[src/cdsm_pkg.sv]
// Package of register offsets, field positions and reset values
package cdsm_pkg;
	// ----------------------------------------------------------------
	// Register offsets
	// ----------------------------------------------------------------
	localparam logic [7:0] FAULT_FLAGS_ADDR       = 8'h05;
	localparam logic [7:0] DRIVE_CONFIG_ADDR      = 8'h06;
	localparam logic [7:0] RESONANCE_SETTING_ADDR = 8'h07;
	// ----------------------------------------------------------------
	// Reset values
	// ----------------------------------------------------------------
	localparam logic [7:0] FAULT_FLAGS_RST        = 8'h00;
	localparam logic [7:0] DRIVE_CONFIG_RST       = 8'h00;
	localparam logic [7:0] RESONANCE_SETTING_RST  = 8'h83;
	// ----------------------------------------------------------------
	// Field positions
	// ----------------------------------------------------------------
	localparam int OVERCURRENT_BIT   = 0;
	localparam int UNDERVOLT_BIT     = 1;
	localparam int COIL_OPEN_BIT     = 2;
	localparam int COIL_SHORT_BIT    = 3;
	localparam int THERMAL_TRIP_BIT  = 4;
	localparam int FAULT_WIDTH       = 5;
	localparam int SETTLE_SEL_BIT    = 0;
	localparam int DRIVE_STYLE_BIT   = 1;
	localparam int RATE_LSB          = 2;
	localparam int RATE_MSB          = 4;
	localparam int DRIVE_CONFIG_MASK_W = 5;
	// ----------------------------------------------------------------
	// Switching-rate codes
	// ----------------------------------------------------------------
	localparam logic [2:0] RATE_0M5 = 3'h0;
	localparam logic [2:0] RATE_1M  = 3'h1;
	localparam logic [2:0] RATE_2M  = 3'h3;
	localparam logic [2:0] RATE_4M8 = 3'h5;
	localparam logic [2:0] RATE_6M  = 3'h6;
	localparam logic [2:0] RATE_4M  = 3'h7;
endpackage

[src/cdsm_regs.sv]
// Fault, drive-config and resonance-setting register bank
`timescale 1ns/1ps
`default_nettype none
// Behaviour
// - Every fault flag clears when the device moves from standby to active, except a fault reported in that same cycle.
// - A thermal trip forces standby and blocks activation until it clears; a trip event in the activation cycle is latched, yet the device goes active.
// - Fault flags sit at bits 0..4 of a read-only register resetting to zero.
// - Settling select 0 picks two resonance periods, 1 picks one period.
// - Drive style 0 is PWM and 1 is linear, PWM out of reset.
// - The three-bit rate code picks the PWM frequency; 010 and 100 unused.
// - The resonance code covers resonance frequencies from 50 to 150 Hz.
// - The resonance register resets to 1000 0011 for 76.2 Hz.
// - Soft reset returns all registers to defaults, keeping faults reported in the same cycle, and forces standby.
module cdsm_regs (
	// Clock and reset
	input  wire logic       clk_in,
	input  wire logic       resetn_in,
	// Register port
	input  wire logic       wr_en_in,
	input  wire logic [7:0] addr_in,
	input  wire logic [7:0] wdata_in,
	output logic      [7:0] rdata_out,
	// Control from the control register and state request
	input  wire logic       soft_reset_in,
	input  wire logic       go_active_in,
	input  wire logic       go_standby_in,
	// Fault detector events
	input  wire logic [4:0] fault_event_in,
	input  wire logic       die_hot_in,
	// Drive settings and state
	output logic            active_out,
	output logic            settle_one_period_out,
	output logic            linear_drive_out,
	output logic      [2:0] switching_rate_code_out,
	output logic      [7:0] resonance_setting_value_out
);
	// ----------------------------------------------------------------
	// Reset release
	// ----------------------------------------------------------------
	logic rst_s1_r;
	logic rst_n_r;
	always_ff @(posedge clk_in or negedge resetn_in) begin
		if (!resetn_in) begin
			rst_s1_r <= 1'b0;
			rst_n_r  <= 1'b0;
		end else begin
			rst_s1_r <= 1'b1;
			rst_n_r  <= rst_s1_r;
		end
	end

	// ----------------------------------------------------------------
	// Power state
	// ----------------------------------------------------------------
	typedef enum logic [1:0] {
		CDSM_STANDBY = 2'b01,
		CDSM_ACTIVE  = 2'b10
	} cdsm_state_t;

	cdsm_state_t state_r;
	logic [cdsm_pkg::FAULT_WIDTH-1:0] fault_r;
	logic enter_active;
	logic thermal_block;

	assign thermal_block = fault_r[cdsm_pkg::THERMAL_TRIP_BIT] | die_hot_in;
	assign enter_active  = (state_r == CDSM_STANDBY) && go_active_in &&
		!thermal_block && !soft_reset_in;

	always_ff @(posedge clk_in or negedge rst_n_r) begin
		if (!rst_n_r) begin
			state_r <= CDSM_STANDBY;
		end else begin
			case (state_r)
				CDSM_STANDBY: begin
					if (enter_active) begin
						state_r <= CDSM_ACTIVE;
					end
				end
				CDSM_ACTIVE: begin
					if (soft_reset_in || go_standby_in || die_hot_in ||
						fault_event_in[cdsm_pkg::THERMAL_TRIP_BIT]) begin
						state_r <= CDSM_STANDBY;
					end
				end
				default: state_r <= CDSM_STANDBY;
			endcase
		end
	end

	// ----------------------------------------------------------------
	// Fault flags
	// ----------------------------------------------------------------
	// Thermal flag stays up while the die is hot
	logic [cdsm_pkg::FAULT_WIDTH-1:0] fault_set;
	assign fault_set = fault_event_in |
		(5'(die_hot_in) << cdsm_pkg::THERMAL_TRIP_BIT);

	always_ff @(posedge clk_in or negedge rst_n_r) begin
		if (!rst_n_r) begin
			fault_r <= cdsm_pkg::FAULT_FLAGS_RST[cdsm_pkg::FAULT_WIDTH-1:0];
		end else if (soft_reset_in) begin
			// A fault reported in the same cycle survives the soft reset
			fault_r <= cdsm_pkg::FAULT_FLAGS_RST[cdsm_pkg::FAULT_WIDTH-1:0] |
				fault_set;
		end else if (enter_active) begin
			fault_r <= fault_set;
		end else begin
			fault_r <= fault_r | fault_set;
		end
	end

	// ----------------------------------------------------------------
	// Configuration registers
	// ----------------------------------------------------------------
	logic [cdsm_pkg::DRIVE_CONFIG_MASK_W-1:0] drive_config_r;
	logic [7:0] resonance_setting_r;

	always_ff @(posedge clk_in or negedge rst_n_r) begin
		if (!rst_n_r) begin
			drive_config_r <=
				cdsm_pkg::DRIVE_CONFIG_RST[cdsm_pkg::DRIVE_CONFIG_MASK_W-1:0];
		end else if (soft_reset_in) begin
			drive_config_r <=
				cdsm_pkg::DRIVE_CONFIG_RST[cdsm_pkg::DRIVE_CONFIG_MASK_W-1:0];
		end else if (wr_en_in && addr_in == cdsm_pkg::DRIVE_CONFIG_ADDR) begin
			drive_config_r <= wdata_in[cdsm_pkg::DRIVE_CONFIG_MASK_W-1:0];
		end
	end

	always_ff @(posedge clk_in or negedge rst_n_r) begin
		if (!rst_n_r) begin
			resonance_setting_r <= cdsm_pkg::RESONANCE_SETTING_RST;
		end else if (soft_reset_in) begin
			resonance_setting_r <= cdsm_pkg::RESONANCE_SETTING_RST;
		end else if (wr_en_in && addr_in == cdsm_pkg::RESONANCE_SETTING_ADDR) begin
			resonance_setting_r <= wdata_in;
		end
	end

	// ----------------------------------------------------------------
	// Read path and outputs
	// ----------------------------------------------------------------
	logic [7:0] rdata_nxt;
	always_comb begin
		case (addr_in)
			cdsm_pkg::FAULT_FLAGS_ADDR:       rdata_nxt = {3'h0, fault_r};
			cdsm_pkg::DRIVE_CONFIG_ADDR:      rdata_nxt = {3'h0, drive_config_r};
			cdsm_pkg::RESONANCE_SETTING_ADDR: rdata_nxt = resonance_setting_r;
			default:                          rdata_nxt = 8'h00;
		endcase
	end

	always_ff @(posedge clk_in or negedge rst_n_r) begin
		if (!rst_n_r) begin
			rdata_out                   <= 8'h00;
			active_out                  <= 1'b0;
			settle_one_period_out       <= 1'b0;
			linear_drive_out            <= 1'b0;
			switching_rate_code_out     <= cdsm_pkg::RATE_0M5;
			resonance_setting_value_out <= cdsm_pkg::RESONANCE_SETTING_RST;
		end else begin
			rdata_out                   <= rdata_nxt;
			active_out                  <= (state_r == CDSM_ACTIVE);
			settle_one_period_out       <=
				drive_config_r[cdsm_pkg::SETTLE_SEL_BIT];
			linear_drive_out            <=
				drive_config_r[cdsm_pkg::DRIVE_STYLE_BIT];
			switching_rate_code_out     <=
				drive_config_r[cdsm_pkg::RATE_MSB:cdsm_pkg::RATE_LSB];
			resonance_setting_value_out <= resonance_setting_r;
		end
	end
endmodule
`default_nettype wire

[config.mk]
export PLATFORM = sky130hd
export DESIGN_NAME = cdsm_regs
export DESIGN_NICKNAME = d
export VERILOG_FILES = /design/src/cdsm_pkg.sv /design/src/cdsm_regs.sv
export SDC_FILE = /design/constraint.sdc
export NUM_CORES = 1
export LEC_CHECK = 0
export ABC_AREA = 1
export CAP_MARGIN = 10
export CORE_ASPECT_RATIO = 0.9
export CORE_UTILIZATION = 40
export DETAILED_ROUTE_END_ITERATION = 6
export DONT_BUFFER_PORTS = 1
export GPL_TIMING_DRIVEN = 0
export PLACE_DENSITY = 0.56
export SYNTH_ARGS = -nofsm -noshare
export SYNTH_HDL_FRONTEND = slang
export SYNTH_SLANG_ARGS = --single-unit
[constraint.sdc]
create_clock -name clk_in -period 3.35 [get_ports clk_in]
set_clock_uncertainty 0.15 [all_clocks]
set_input_delay 0.335 -clock clk_in [delete_from_list [all_inputs] [get_ports clk_in]]
set_output_delay 0.335 -clock clk_in [all_outputs]
set_load 0.02 [all_outputs]
==> run metrics <==
status completed; commonest non-fill, non-tap cell in the layout nand2_1; WL/cell 13.9 microns; Hold Path Class input port to register; H-tree depth 2; Final Cycle Share 40.8%; Die Y-Extent between 60 and 70 microns; Multi-input gate area approximately 540 sq um; Critical Path AT a little under 0.9 ns; vias per cell ~5.0; initial antenna violation count 0; Fmax achieved 731 MHz; crit path max fanout 1; CTS root buf clkbuf_8; Die Width ~70 microns; 1st-pass router iterations 4; Synth Cell Area 1750 sq um; Power Dens Cells just over 500 nW/um^2; max cap viols 0; Worst-path clk slew roughly 0.080 ns; minimum clock period roughly 1.4 ns; vias in the first global route roughly 1200; Hold Fails Final Rpt 0; largest net degree at the start of global routing 43; final non-filler cell total 240; Synth Net Count 207; FP Rows 22; area of the core 4130 sq um; DRT iter0 DRCs 48; Req. time, crit path around 2.9 ns; WL final between 3000 and 4000 microns; most frequent cells in the layout nand2_1, dfrtp_1, nand3_1; first-pass GRT wire length ~5500 microns; Worst VDD drop about 0.00024 V; Worst Max-Slew Pin Slew around 0.86 ns; via count between 1000 and 1500; Synth Instances about 180; Port Buffers 0; synth warn 0; Core Util, Final between 40 and 50%; RSZ-0062 raised after global routing false; Avg Cell Area, Syn approximately 9.8 sq um; max-slew violation count 0; n_diodes 0; TritonCTS clock tree yes; synth-to-layout area growth 13.3%; post-synthesis register bit count 44; CTS Hold Buffers Added 5; IO Pins 50; Starting Density 42.3%; Placed Instances 227; dpl hpwl 2370 microns; Crit. End Element output port; nets@finish between 200 and 250; cell area after layout between 1500 and 2000 sq um; Synth cell types 20; Total GRT Usage between 10% and 20%; worst-skew pair later-pin latency 0.30 ns; DRC Markers 0; Crit Path Class register to output port; Final setup viols 0; GR Overflow Total 0; leakage power total slightly above 1 nW; Final Wtd Congestion just under 0.8; Seq/Total Area, Yosys between 60% and 70%; CTS-repair resized insts 0; placed cell area 1810 sq um; startpoint class of the critical path register; Worst slew margin between 40% and 50%; ratio of cells with drive above 1 in the final layout between 15 and 20%; number of buffers created by CTS 5; antenna viol nets, final 0; Max clock buf depth 2; postcts setup bufs 0; clock sink total 44; FF/Latch Area about 1100 sq um; die area ~4600 sq um; Fin Setup TNS 0 ns; fill cell count 383
-- registers in the layout, indices dropped and copies added, names as in the netlist --
| signal | count |
|---|---|
| rst_n_r | 1 |
| active_out | 1 |
| resonance_setting_value_out | 8 |
| drive_config_r | 5 |
| linear_drive_out | 1 |
| settle_one_period_out | 1 |
| state_r | 2 |
| rst_s1_r | 1 |
| fault_r | 5 |
| rdata_out | 8 |
| resonance_setting_r | 8 |
| switching_rate_code_out | 3 |
-- through the flow --
stage          hold slack [ns]  setup slack [ns]  total power, mW
2_1_floorplan           -0.111              1.90            0.608
3_5_place_dp            -0.111              2.05            0.619
5_1_grt                0.00970              1.96             1.07
3_3_place_gp            -0.111              1.49            0.618
6_report                0.0111              1.98             1.03
4_1_cts               0.000677              1.97             1.04
-- path summary, 6_finish.rpt --
path,slack (ns),cells after the start,to,from
min in group asynchronous,0.11,1,rst_n_r$_DFF_PN0_,resetn_in
max in group asynchronous,2.27,0,drive_config_r[0]$_DFFE_PN0P_,rst_n_r$_DFF_PN0_
min,0.01,1,state_r[1]$_DFFE_PN0P_,soft_reset_in
max reg2reg,2.12,3,state_r[0]$_DFFE_PN1P_,state_r[0]$_DFFE_PN1P_
max,1.98,0,resonance_setting_value_out[7],resonance_setting_value_out[7]$_DFF_PN1_
min reg2reg,0.21,0,rst_n_r$_DFF_PN0_,rst_s1_r$_DFF_PN0_
-- synthesized netlist by cell type, drive strengths merged --
master	instances	share of area, %
or2	3	1.1
nand3	32	10
o22ai	1	0.36
dfrtp	37	53
inv	22	4.7
conb	1	0.21
dfstp	7	11
clkinv	1	0.29
nand2	47	11
nand4	6	2.1
buf	3	0.86
nor2	19	6.0
-- logic make-up (layout without fill, tap and decap cells) --
logic type | Yosys count | after routing | share of synthesized area [%]
AO/OA/AOI/OAI | 1 | 1 | 0.358
buffers and inverters | 26 | 39 | 5.87
flip-flops | 44 | 44 | 63.5
other | 1 | 1 | 0.215
AND/OR/NAND/NOR | 107 | 107 | 30.1
-- area by class of cell --
cell class | instances | share of cell area, %
multi-input cells | 109 | 27.0
inverters | 23 | 4.42
repair buffers | 5 | 2.53
flip-flops and latches | 44 | 56.1
plain buffers | 3 | 0.758
clock inverters | 2 | 1.96
clock buffers | 6 | 4.17
well taps | 48 | 3.03
-- metal layers --
layer / track usage, % / up-vias / share of wire (%)
met5: 0 / - / 0
met4: 7.35 / 0 / 1.3
met3: 5.13 / 5 / 7.4
met2: 25.7 / 39 / 49
met1: 19.7 / 562 / 42
li1: - / 586 / -
-- report_power, final --
part           internal, mW  total, mW  switching (mW)
sequential            0.549      0.570          0.0209
clock                 0.244      0.417           0.173
combinational        0.0170     0.0428          0.0258
total                 0.810       1.03           0.220
Power figures use the tool's default switching activity.
